## config.mk

```make
export PLATFORM = sky130hd
export DESIGN_NAME = pmc_bank
export DESIGN_NICKNAME = d
export VERILOG_FILES = /design/src/design/pmc_pkg.sv /design/src/design/pmc_bank.sv
export VERILOG_INCLUDE_DIRS = /design/src /design/src/design
export SDC_FILE = /design/constraint.sdc
export NUM_CORES = 1
export LEC_CHECK = 0
export ABC_AREA = 1
export BUFFER_PORTS_ARGS = -buffer_cell sky130_fd_sc_hd__buf_2
export CORE_ASPECT_RATIO = 1.75
export CORE_UTILIZATION = 58
export DETAILED_ROUTE_END_ITERATION = 12
export PLACE_DENSITY = 0.84
export SYNTH_ARGS = -nofsm -noshare
export SYNTH_HDL_FRONTEND = slang
export SYNTH_SLANG_ARGS = --single-unit
```

## constraint.sdc

```tcl
create_clock -name aclk -period 3.2 [get_ports aclk]
set_clock_uncertainty 0.1 [all_clocks]
set_input_delay 0.32 -clock aclk [delete_from_list [all_inputs] [get_ports aclk]]
set_output_delay 0.32 -clock aclk [all_outputs]
set_load 0.005 [all_outputs]
```

## src/design/pmc_regs.svh

```systemverilog
// register indices, field positions and reset values of the logic control register bank
`ifndef PMC_REGS_SVH
`define PMC_REGS_SVH
`define PMC_IDX_IMC_A 10'h00A
`define PMC_IDX_IMC_B 10'h00B
`define PMC_IDX_IMC_C 10'h01A
`define PMC_IDX_CELL_A 10'h020
`define PMC_IDX_CELL_B 10'h021
`define PMC_IDX_MASK_A 10'h022
`define PMC_IDX_MASK_B 10'h023
`define PMC_IDX_LOCK_LO 10'h0C0
`define PMC_IDX_LOCK_HI 10'h0C1
`define PMC_IDX_BOOT 10'h0C2
`define PMC_IDX_SCAN 10'h0C7
`define PMC_IDX_PSC0 10'h0B0
`define PMC_IDX_PSC2 10'h0B4
`define PMC_IDX_PAGE 10'h0E0
`define PMC_IDX_MAP 10'h0E2
`define PMC_PSC0_AUTO_PD 1
`define PMC_PSC0_TURBO_OFF 3
`define PMC_PSC0_ARRAY_CLK 4
`define PMC_PSC0_CELL_CLK 5
`define PMC_PSC2_ADDR 0
`define PMC_PSC2_CTL_IN 2
`define PMC_PSC2_ALE 5
`define PMC_PSC2_HIGH_BYTE 6
`define PMC_MAP_PERIPH 7
`define PMC_WMASK_SCAN 8'h01
`define PMC_WMASK_PSC0 8'h3A
`define PMC_WMASK_PSC2 8'h7D
`define PMC_WMASK_MAP 8'h9F
`define PMC_RST_REG 8'h00
`define PMC_RESP_OKAY 2'h0
`define PMC_RESP_SLVERR 2'h2
`endif

```

## src/design/pmc_pkg.sv

```systemverilog
// types shared by the logic control register bank
package pmc_pkg;
    typedef struct packed {
        logic [23:0] imc;
        logic [15:0] sector_lock;
        logic [3:0] boot_lock;
        logic security_set;
        logic reset_pin_n;
        logic [3:0] map_strap;
        logic [7:0] addr_low;
        logic [3:0] port_f_low_pins;
        logic [3:0] multiplexed_bus_upper_nibble;
        logic [2:0] control_inputs;
        logic ale;
        logic high_byte_write_enable;
        logic logic_clock_input;
        logic alt_bus_mode;
        logic mode_8051;
    } pmc_pins_t;

    typedef struct packed {
        logic [7:0] addr;
        logic [2:0] control_inputs;
        logic ale;
        logic high_byte_write_enable;
    } pmc_feed_t;

    // bit 4 read strobe primary, 3 read strobe secondary, 2..0 program strobe primary/secondary/sram
    typedef logic [4:0] pmc_access_t;

    typedef struct packed {
        pmc_pins_t sync1;
        pmc_pins_t sync2;
        logic clk_prev;
        logic aw_got;
        logic [9:0] aw_idx;
        logic w_got;
        logic [7:0] w_data;
        logic w_lane0;
        logic awready;
        logic wready;
        logic bvalid;
        logic [1:0] bresp;
        logic arready;
        logic rvalid;
        logic [7:0] rdata;
        logic [1:0] rresp;
        logic [7:0] cell_a;
        logic [7:0] cell_b;
        logic [7:0] mask_a;
        logic [7:0] mask_b;
        logic [7:0] scan;
        logic [7:0] page;
        logic [7:0] psc0;
        logic [7:0] psc2;
        logic [7:0] map;
        pmc_feed_t feed;
        logic array_clk;
        logic cell_clk;
        logic wake;
        logic fast;
        pmc_access_t access;
    } pmc_state_t;
endpackage

```

## src/design/pmc_bank.sv

```systemverilog
// logic control register bank behind an AXI4-Lite slave
`timescale 1ns/1ns
`include "pmc_regs.svh"
module pmc_bank import pmc_pkg::*; #(
    parameter int AW = 12
) (
    input wire logic aclk,
    input wire logic aresetn,
    input wire logic [AW-1:0] awaddr,
    input wire logic awvalid,
    output logic awready,
    input wire logic [31:0] wdata,
    input wire logic [3:0] wstrb,
    input wire logic wvalid,
    output logic wready,
    output logic [1:0] bresp,
    output logic bvalid,
    input wire logic bready,
    input wire logic [AW-1:0] araddr,
    input wire logic arvalid,
    output logic arready,
    output logic [31:0] rdata,
    output logic [1:0] rresp,
    output logic rvalid,
    input wire logic rready,
    input wire pmc_pins_t pins_in,
    output pmc_feed_t array_feed,
    output logic [7:0] cell_bank_a,
    output logic [7:0] cell_bank_b,
    output logic [7:0] page_value_bit,
    output logic scan_port_enable,
    output logic automatic_power_down,
    output logic logic_fast_mode,
    output logic array_clock_out,
    output logic cell_clock_out,
    output logic logic_wake,
    output pmc_access_t strobe_access,
    output logic port_f_peripheral
);
    if (AW < 12) begin : g_aw_check
        $error("pmc_bank: AW must be at least 12");
    end

    pmc_state_t s_q;
    pmc_state_t s_d;
    pmc_pins_t p;
    logic wr_commit;
    logic wr_hit;
    logic rd_hit;
    logic [7:0] rd_val;

    assign p = s_q.sync2;

    // ----------------------------------------------------------
    // read decode
    // ----------------------------------------------------------
    always_comb begin
        rd_hit = 1'b1;
        rd_val = `PMC_RST_REG;
        case (araddr[11:2])
            `PMC_IDX_IMC_A: rd_val = p.imc[7:0];
            `PMC_IDX_IMC_B: rd_val = p.imc[15:8];
            `PMC_IDX_IMC_C: rd_val = p.imc[23:16];
            `PMC_IDX_CELL_A: rd_val = s_q.cell_a;
            `PMC_IDX_CELL_B: rd_val = s_q.cell_b;
            `PMC_IDX_MASK_A: rd_val = s_q.mask_a;
            `PMC_IDX_MASK_B: rd_val = s_q.mask_b;
            `PMC_IDX_LOCK_LO: rd_val = p.sector_lock[7:0];
            `PMC_IDX_LOCK_HI: rd_val = p.sector_lock[15:8];
            `PMC_IDX_BOOT: rd_val = {p.security_set, 3'h0, p.boot_lock};
            `PMC_IDX_SCAN: rd_val = s_q.scan;
            `PMC_IDX_PSC0: rd_val = s_q.psc0;
            `PMC_IDX_PSC2: rd_val = s_q.psc2;
            `PMC_IDX_PAGE: rd_val = s_q.page;
            `PMC_IDX_MAP: rd_val = s_q.map;
            default: rd_hit = 1'b0;
        endcase
    end

    // ----------------------------------------------------------
    // next state
    // ----------------------------------------------------------
    always_comb begin
        s_d = s_q;
        wr_commit = 1'b0;
        wr_hit = 1'b1;
        s_d.sync1 = pins_in;
        s_d.sync2 = s_q.sync1;
        // write address and data are taken in either order
        if (awvalid && s_q.awready) begin
            s_d.aw_got = 1'b1;
            s_d.aw_idx = awaddr[11:2];
        end
        if (wvalid && s_q.wready) begin
            s_d.w_got = 1'b1;
            s_d.w_data = wdata[7:0];
            s_d.w_lane0 = wstrb[0];
        end
        if (s_q.aw_got && s_q.w_got) begin
            wr_commit = 1'b1;
            s_d.aw_got = 1'b0;
            s_d.w_got = 1'b0;
            s_d.bvalid = 1'b1;
        end
        if (wr_commit && s_q.w_lane0) begin
            case (s_q.aw_idx)
                `PMC_IDX_CELL_A: s_d.cell_a = (s_q.cell_a & s_q.mask_a) | (s_q.w_data & ~s_q.mask_a);
                `PMC_IDX_CELL_B: s_d.cell_b = (s_q.cell_b & s_q.mask_b) | (s_q.w_data & ~s_q.mask_b);
                `PMC_IDX_MASK_A: s_d.mask_a = s_q.w_data;
                `PMC_IDX_MASK_B: s_d.mask_b = s_q.w_data;
                `PMC_IDX_SCAN: s_d.scan = s_q.w_data & `PMC_WMASK_SCAN;
                `PMC_IDX_PAGE: s_d.page = s_q.w_data;
                `PMC_IDX_PSC0: s_d.psc0 = s_q.w_data & `PMC_WMASK_PSC0;
                `PMC_IDX_PSC2: s_d.psc2 = s_q.w_data & `PMC_WMASK_PSC2;
                `PMC_IDX_MAP: s_d.map = s_q.w_data & `PMC_WMASK_MAP;
                `PMC_IDX_IMC_A, `PMC_IDX_IMC_B, `PMC_IDX_IMC_C,
                `PMC_IDX_LOCK_LO, `PMC_IDX_LOCK_HI, `PMC_IDX_BOOT: wr_hit = 1'b1;
                default: wr_hit = 1'b0;
            endcase
        end
        if (wr_commit) begin
            s_d.bresp = wr_hit ? `PMC_RESP_OKAY : `PMC_RESP_SLVERR;
        end
        if (s_q.bvalid && bready) begin
            s_d.bvalid = 1'b0;
        end
        s_d.awready = !s_d.aw_got && !s_d.bvalid;
        s_d.wready = !s_d.w_got && !s_d.bvalid;
        // one read at a time, answered the cycle after the address
        if (arvalid && s_q.arready) begin
            s_d.rvalid = 1'b1;
            s_d.rdata = rd_val;
            s_d.rresp = rd_hit ? `PMC_RESP_OKAY : `PMC_RESP_SLVERR;
        end
        if (s_q.rvalid && rready) begin
            s_d.rvalid = 1'b0;
        end
        s_d.arready = !s_d.rvalid;
        // reset pin wins over a write in the same cycle; power control keeps its value
        if (!p.reset_pin_n) begin
            s_d.cell_a = `PMC_RST_REG;
            s_d.cell_b = `PMC_RST_REG;
            s_d.mask_a = `PMC_RST_REG;
            s_d.mask_b = `PMC_RST_REG;
            s_d.scan = `PMC_RST_REG;
            s_d.page = `PMC_RST_REG;
            s_d.map = {3'h0, p.map_strap, 1'b0};
        end
        // logic array feeds
        if (s_q.psc2[`PMC_PSC2_ADDR]) begin
            s_d.feed.addr = 8'h00;
        end else if (p.alt_bus_mode) begin
            s_d.feed.addr = {p.multiplexed_bus_upper_nibble, p.port_f_low_pins};
        end else begin
            s_d.feed.addr = p.addr_low;
        end
        s_d.feed.control_inputs = p.control_inputs & ~s_q.psc2[`PMC_PSC2_CTL_IN+:3];
        s_d.feed.ale = p.ale & ~s_q.psc2[`PMC_PSC2_ALE];
        s_d.feed.high_byte_write_enable = p.high_byte_write_enable & ~s_q.psc2[`PMC_PSC2_HIGH_BYTE];
        // logic clock gating and wake on each clock change in slow mode while the array clock is not gated
        s_d.clk_prev = p.logic_clock_input;
        s_d.array_clk = p.logic_clock_input & ~s_q.psc0[`PMC_PSC0_ARRAY_CLK];
        s_d.cell_clk = p.logic_clock_input & ~s_q.psc0[`PMC_PSC0_CELL_CLK];
        s_d.wake = (p.logic_clock_input ^ s_q.clk_prev) & s_q.psc0[`PMC_PSC0_TURBO_OFF]
            & ~s_q.psc0[`PMC_PSC0_ARRAY_CLK];
        s_d.fast = ~s_q.psc0[`PMC_PSC0_TURBO_OFF];
        s_d.access = p.mode_8051 ? s_q.map[4:0] : 5'h00;
    end

    always_ff @(posedge aclk) begin
        if (!aresetn) begin
            s_q <= '0;
        end else begin
            s_q <= s_d;
        end
    end

    // ----------------------------------------------------------
    // outputs
    // ----------------------------------------------------------
    assign awready = s_q.awready;
    assign wready = s_q.wready;
    assign bvalid = s_q.bvalid;
    assign bresp = s_q.bresp;
    assign arready = s_q.arready;
    assign rvalid = s_q.rvalid;
    assign rdata = {24'h000000, s_q.rdata};
    assign rresp = s_q.rresp;
    assign array_feed = s_q.feed;
    assign cell_bank_a = s_q.cell_a;
    assign cell_bank_b = s_q.cell_b;
    assign page_value_bit = s_q.page;
    assign scan_port_enable = s_q.scan[0];
    assign automatic_power_down = s_q.psc0[`PMC_PSC0_AUTO_PD];
    assign logic_fast_mode = s_q.fast;
    assign array_clock_out = s_q.array_clk;
    assign cell_clock_out = s_q.cell_clk;
    assign logic_wake = s_q.wake;
    assign strobe_access = s_q.access;
    assign port_f_peripheral = s_q.map[`PMC_MAP_PERIPH];
endmodule

```

Word-level counts from Yosys, hierarchy flattened

Index checks and enable logic that the tools add are counted.

Bits in registers: 266
Bits in latches: 0
RAM bits: 0
Memory bits (read-only): 0
Input port bits: 141
Output and inout bits: 90
Logic and storage cells: 165
Memories kept: 0

$add $sub $neg: 0
$mul: 0
Divide/modulo/power cells: 0
$lt $le $gt $ge: 0
Equal/unequal tests: 32
Shifts and indexed selects: 0
Muxes and demuxes: 19
Bitwise gates (word level): 23
Reduce and logical (&&, ||, !) cells: 28

Operator list:

| operator                                               | number |
|---|---|
| == test 10 x 8 -> 1 bit (second input constant)        | 16 |
| one-hot mux 8 bit (15 select lines)                    | 1 |
| == test 10 x 6 -> 1 bit (second input constant)        | 8 |
| == test 10 x 4 -> 1 bit (second input constant)        | 4 |
| AND 8 bit                                              | 4 |
| OR reduction 15 bit                                    | 2 |
| AND reduction 2 bit                                    | 12 |
| 2-to-1 mux 11 bit                                      | 2 |
| == test 10 x 5 -> 1 bit (second input constant)        | 2 |
| NOT 8 bit                                              | 2 |
| OR 8 bit                                               | 2 |
| 2-to-1 mux 5 bit                                       | 3 |
| 2-to-1 mux 10 bit                                      | 1 |
| logical AND 1 bit                                      | 9 |
| 2-to-1 mux 1 bit                                       | 9 |
| 2-to-1 mux 8 bit                                       | 1 |
| AND 1 bit                                              | 6 |
| NOT 1 bit                                              | 6 |
| logical NOT 1 bit                                      | 4 |
| 2-to-1 mux 2 bit                                       | 2 |
| inequality test 2 x 1 -> 1 bit (second input constant) | 2 |
| AND 3 bit                                              | 1 |
| NOT 3 bit                                              | 1 |
| OR reduction 2 bit                                     | 1 |
| bitwise XOR 1 bit                                      | 1 |

Logic depth before layout (Yosys ltp)

Gate-level depths: netlist of run 1.

Depth in word-level cells: 7
Gate-level depth with buffers: 12
Depth with buffers taken out: 12

Least setup slack after synthesis of run 1

Ideal clock, no wire load.

Kind: register to register
Start point: reg s_q[123] (netlist name)
End point: reg s_q[76] (netlist name)
Setup time: 0.119 ns
Arrival time: 1.306 ns
Required time: 2.981 ns
Slack: 1.675 ns
Cell stages (with the launch flop): 10
Path buffers: 1
Clock period less this slack: 1.525 ns
Cell sequence: dfxtp_1 -> nor2_2 -> inv_2 -> nor2_2 -> inv_2 -> nor3_4 -> nand2_1 -> buf_2 -> o21ai_0 -> a21oi_1

Cells in the longest elaborated chain, start to end: 2

RTL lines:

| element                              | line            | RTL |
|---|---|---|
| from (decl)                          | pmc_bank.sv:44  | `pmc_state_t s_q;` |
| from (signal assigned)               | pmc_bank.sv:172 | `s_q <= '0;` |
| from (signal assigned)               | pmc_bank.sv:174 | `s_q <= s_d;` |
| == test 10 x 6 -> 1 bit              | pmc_bank.sv:106 | `case (s_q.aw_idx)` |
| AND reduction 2 bit (no source line) | n/a             |  |

No other way between the ends.
A chain may end at the register's enable or synchronous reset.

Final worst setup path of run 1

Start point: reg s_q (netlist bit p[28])
End point: reg s_q[64] (netlist name)

Cells in the longest elaborated chain, start to end: 1

RTL lines:

| element |
|---|
| AND reduction 2 bit (no source line) |

No other way between the ends.

==> out/qor.txt, run 1 <==
Gr ovfl total -> 0
GRT Overall Usage -> 28.8%
Hold path startpoint -> awaddr[4]
Most frequent cells in the layout -> nand2_1 (297), dfxtp_1 (264), inv_1 (220)
Peak supply drop -> 0.000525 V
Post-route ant nets -> 0
Mapped Cells -> 1,346
Worst Path Buf+Inv -> 1
Mux cell area share after synthesis -> 0.108%
First-pass GRT wire length -> 40,400 um
Metal-1 WL -> 9430 um
Startpoint Class -> flop
Final Power -> 6.66 mW
Clk_lat worst skew -> 0.52 ns
Pin count of the biggest net entering global routing -> 183
DIE WIDTH -> 103 um
CP top delay family -> buffers and inverters
Final instance area -> 12,500 um2
Layout cells sized above 1 -> 17.5%
Unrepaired setup endpoints after global routing -> no
Area share of xor/xnor cells in the synthesized design -> 0.0843%
Crit path kind -> flop to flop
Clock sinks -> 264
Buffers on Ports -> 173
Root buf cell -> clkbuf_16
Final core occ -> 71.0%
Largest family of logic cells by synthesized area -> simple AND/OR/NAND/NOR gates
WL/cell -> 14.8 um
CP Data Required Time -> 3.54 ns
RR Startpoint -> p[28]
Hold Path Depth -> 3
Initial antenna violation count -> 2
Period utilisation layout -> 70.3%
Tightest Pin Transition -> 0.934 ns
Met2 WL -> 14,000 um
Sequential fraction of the synthesis area -> 50.9%
Top cell type by total area after synthesis -> dfxtp_1
Slowest cell on crit path -> inv_1
# hold bufs at CTS -> 83
WP data arrival -> 2.59 ns
H-Tree Depth -> 1
Layout filler cell count -> 1,341
Worst path max stage delay -> 0.76 ns
Ys flop type -> dfxtp_1
Area of the multi-input gates -> 3520 um2
Top cells by area, synth -> dfxtp_1 (51%), nand2_1 (11%), inv_1 (8.0%), buf_4 (5.9%), nor2_1 (4.1%)
Commonest non-fill, non-tap cell in the layout -> nand2_1
# nets final -> 1,676
Top-area cell type share of the netlist area -> 50.9%
Crit path capture type -> flop
Num CTS Buffers -> 22
Vias per cell -> 4.95
Reg2reg end -> s_q[64]
Synth Area in Adders -> 0%
CTS tree -> built
Max-slew headroom -> 37.2%
Post-Route WL -> 26,500 um
Met3 WL -> 1350 um
Setup WS post-layout -> 0.949 ns
Power Density -> 535 nW/um2
Clk buf depth -> 3
Initial Util -> 59.2%
P_leak -> 6.56 nW
Detail Placement HPWL -> 17,700 um
IO Pins -> 231
Syn avg cell area -> 7.71 um2
Synth warnings -> 0
Drt pass-1 iters -> 5
CTS-repair resized insts -> 0
Compound-Gate Fraction of Synth Area -> 9.22%
Vias in the first global route -> 8,475
Final slew viol count -> 0
Postcts setup bufs -> 0
Netlist cell types -> 35
Number of synthesized flops with an enable pin -> 0
Synth Register Bits -> 264
Mapped cell area -> 10,400 um2
Hold/Removal Path Class -> input port to flop
Fin. Hold Viols -> 0
R2R cell count -> 4
Run status -> finished clean
Routed vias -> 8,826
Fmax -> 0.444 GHz
Placed instance area -> 10,900 um2
First-iteration detailed-routing DRC count -> 467
Clock Pin Slew Worst Setup and Hold Paths -> 0.07 ns
Worst-path fanout max -> 31
DRC Markers -> 0
Register area -> 5290 um2
Worst R2R Setup Slack -> 0.95 ns
Synth-to-layout area growth -> 20.0%
Core Area -> 17,500 um2
Die area -> 18,500 um2
Pre-CTS WS -> 1.06 ns
Max cap viols -> 0
Std-Cell Rows -> 64
Final RePlAce weighted congestion -> 0.938
Final TNS setup -> 0 ns
Final setup vio count -> 0
Worst Hold Path EP -> s_q[123]
Simple logic cell fraction of the synthesized area -> 23.5%
Max layer used -> met5
Asr flop ratio synth -> 0%
Die H -> 179 um
Crit-path cells -> nand2_1, inv_1, o21ai_0, a21oi_1
Fin crit period -> 2.25 ns
[worst max-delay path by stage]
stage	from	to	slack [ns]	cells after the start
2_1_floorplan	s_q[123]	s_q[76]	1.68	9
3_3_place_gp	p[28]	s_q[66]	1.09	4
3_5_place_dp	p[28]	s_q[64]	1.06	4
4_1_cts	p[28]	s_q[72]	1.02	4
5_1_grt	p[28]	page_value_bit[0]	0.75	4
6_report	p[28]	s_q[64]	0.95	4
[routing by layer]
| metal | global-route usage [%] | vias to the layer above |
|---|---|---|
| met3 | 4.29 | 92 |
| li1 | - | 4419 |
| met4 | 17.8 | 2 |
| met1 | 28.9 | 3998 |
| met5 | 0 | - |
| met2 | 53.9 | 315 |
[cells in the mapped netlist, drive strengths merged (2+ instances only)]
| library cell | instances |
|---|---|
| nand2 | 303 |
| dfxtp | 264 |
| inv | 234 |
| nor2 | 137 |
| buf | 99 |
| a21oi | 70 |
| o21ai | 70 |
| nand3 | 63 |
| nand4 | 36 |
| a211oi | 22 |
| clkbuf | 21 |
| nor3 | 12 |
| a31oi | 5 |
| clkinv | 2 |
| nor4 | 2 |
[cell type report]
type | count | share of cell area (%)
clock buffer | 30 | 4.98
sequential | 264 | 42.4
timing repair buffer | 260 | 14.0
antenna | 1 | 0.0201
inverter | 236 | 7.11
clock inverter | 9 | 0.874
tap | 231 | 2.32
multi-input combinational | 751 | 28.3
[state kept, by name, summed over array words and instances (netlist names), named ones only]
register and count:
array_clock_out 1, array_feed 13, arready 1, automatic_power_down 1, awready 1, bresp 1
bvalid 1, cell_clock_out 1, logic_fast_mode 1, logic_wake 1, p 74, page_value_bit 8
port_f_peripheral 1, rdata 8, rresp 1, rvalid 1, s_d 74, s_q 52
scan_port_enable 1, strobe_access 5, wready 1
[logic make-up (layout without fill, tap and decap cells)]
group / Yosys count / count (layout)
AND/OR/NAND/NOR: 553 / 553
multiplexers: 1 / 1
XOR/XNOR: 1 / 1
buffers and inverters: 356 / 535
AO/OA/AOI/OAI: 170 / 170
other: 1 / 27
flip-flops: 264 / 264
[power breakdown]
part | leakage [nW] | switching [mW] | total, mW | internal (mW)
combinational | 4.03 | 0.290 | 0.489 | 0.199
clock | 0.359 | 1.18 | 2.70 | 1.53
sequential | 2.17 | 0.0560 | 3.47 | 3.41
[worst reg2reg max path, cell delays in order (launching register included)]
cell and delay [ns]:
dfxtp_1 0.46, nand2_1 0.45, inv_1 0.77, o21ai_0 0.24
a21oi_1 0.16
[per-stage QoR]
stage | hold WS [ns] | cells
2_1_floorplan | 0.290 | 1371
3_3_place_gp | 0.292 | 1659
3_5_place_dp | 0.295 | 1659
4_1_cts | 0.0113 | 1781
5_1_grt | 0.0424 | 1782
6_report | 0.00941 | 1782
Note: power is estimated with default switching activity, not from simulation.
==> inputs of run 2 (changes only) <==
- CORE_UTILIZATION: 58 -> 54
- PLACE_DENSITY: 0.84 -> 0.79
- clock period: 3.2 -> 2.3 ns (I/O delays scaled with it)
==> out/qor.txt, run 2 (synthesis results as in run 1) <==
Initial Util -> 55.4%
Postcts setup bufs -> 0
Most frequent cells in the layout -> nand2_1 (297), dfxtp_1 (264), inv_1 (220)
Final setup vio count -> 0
Detail Placement HPWL -> 17,900 um
Drt pass-1 iters -> 5
DRC Markers -> 0
Die H -> 185 um
CTS-repair resized insts -> 0
Core Area -> 18,700 um2
Switching part of the total -> 22.8%
WL/cell -> 14.4 um
Clk buf depth -> 3
Synth-to-layout area growth -> 24.3%
Area of the multi-input gates -> 3520 um2
Die area -> 19,800 um2
Sequential power share -> 49.1%
Run status -> finished clean
Routed vias -> 8,863
Startpoint Class -> flop
# nets final -> 1,710
Max-slew headroom -> 57.9%
Vias in the first global route -> 8,794
Clock Pin Slew Worst Setup and Hold Paths -> 0.07 ns
Worst-path fanout max -> 12
Hold WS -> 0.0880 ns
Peak supply drop -> 0.000735 V
Crit path capture type -> flop
Std-Cell Rows -> 66
Register area -> 5290 um2
Final TNS setup -> 0 ns
Crit-path cells -> nor2_2, inv_2, nor2_2, inv_2, nor3_4, nand2_1, o21ai_0, a21oi_1
DIE WIDTH -> 107 um
Clock share of power -> 43.6%
Commonest non-fill, non-tap cell in the layout -> nand2_1
Final slew viol count -> 0
Final core occ -> 68.8%
Layout filler cell count -> 1,438
Fin. Hold Viols -> 0
Clock sinks -> 264
GRT Overall Usage -> 26.7%
Buffers on Ports -> 173
Clk_lat worst skew -> 0.52 ns
Final RePlAce weighted congestion -> 0.954
Fmax -> 0.525 GHz
Root buf cell -> clkbuf_16
Layout cells sized above 1 -> 18.0%
WP data arrival -> 2.20 ns
Max cap viols -> 0
Gr ovfl total -> 0
Slowest cell on crit path -> dfxtp_1
P_leak -> 6.75 nW
Pin count of the biggest net entering global routing -> 158
Power Density -> 761 nW/um2
Placed cells -> 1,673
Unrepaired setup endpoints after global routing -> no
Crit path kind -> flop to flop
Num CTS Buffers -> 24
Fin crit period -> 1.91 ns
Hold/Removal Path Class -> input port to flop
Part of the power in combinational logic -> 7.3%
Tightest Pin Transition -> 0.631 ns
Diode count -> 0
Post-route ant nets -> 0
H-Tree Depth -> 1
CTS tree -> built
Psw -> 2.24 mW
IO Pins -> 231
Final Non-Filler Cells -> 1,824
Internal Power -> 7.58 mW
First-iteration detailed-routing DRC count -> 420
Period utilisation layout -> 82.8%
CP Data Required Time -> 2.60 ns
Worst path max stage delay -> 0.33 ns
First-pass GRT wire length -> 41,300 um
Initial antenna violation count -> 1
Post-Route WL -> 26,200 um
Vias per cell -> 4.86
run 2: power by group through the flow:
stage | Combinational [mW] | Sequential [mW] | Clock [mW]
floorplan | 0.388 | 4.90 | 0
CTS | 0.703 | 4.82 | 4.35
global route | 0.801 | 4.83 | 4.53
finish | 0.718 | 4.82 | 4.29
global placement | 0.542 | 4.92 | 0
detailed placement | 0.554 | 4.92 | 0
run 2: metal layers:
metal | routed length (um) | vias to the layer above | part of all wire [%] | GRT usage (%)
met5 | 13 | - | 0.050 | 0
met4 | 1730 | 2 | 6.6 | 17.6
met3 | 1150 | 100 | 4.4 | 3.52
met2 | 13800 | 288 | 53 | 50.9
met1 | 9480 | 3976 | 36 | 26.5
li1 | - | 4497 | - | -
run 2: path summary, 6_finish.rpt:
| kind | cells past startpoint | startpoint | slack, ns | to |
|---|---|---|---|---|
| max reg2reg | 8 | s_q[123] | 0.39 | s_q[77] |
| max | 8 | s_q[123] | 0.39 | s_q[77] |
| min | 4 | arvalid | 0.09 | rdata[5] |
| min reg2reg | 2 | s_d[135] | 0.31 | p[2] |
run 2: layout make-up:
cell class	count	area share [%]
Clock buffer	28	5.08
Clock inverter	15	1.66
Inverter	236	6.86
Multi-Input combinational cell	751	27.3
Sequential cell	264	41.0
Tap cell	238	2.31
Timing Repair Buffer	292	15.8
run 2: metrics by stage:
stage	worst slack (ns)	power, mW	instance area (um2)
finish	0.395	9.82	12900
global route	0.231	10.2	12900
CTS	0.422	9.87	12900
detailed placement	0.412	5.47	11000
global placement	0.484	5.46	11000
floorplan	0.775	5.29	10500
run 2: worst max-delay path: cells and delay by family (launching register included):
family	cells	cell delay, ns
AO/OA/AOI/OAI	2	0.34
buffers and inverters	2	0.18
flip-flops	1	0.33
AND/OR/NAND/NOR	4	0.83
run 2: what timing repair did:
item / 4_1_cts / 5_1_grt
hold endpoints to repair: 99 / 0
setup endpoints to repair: 0 / 0
hold buffers: 108 / 0
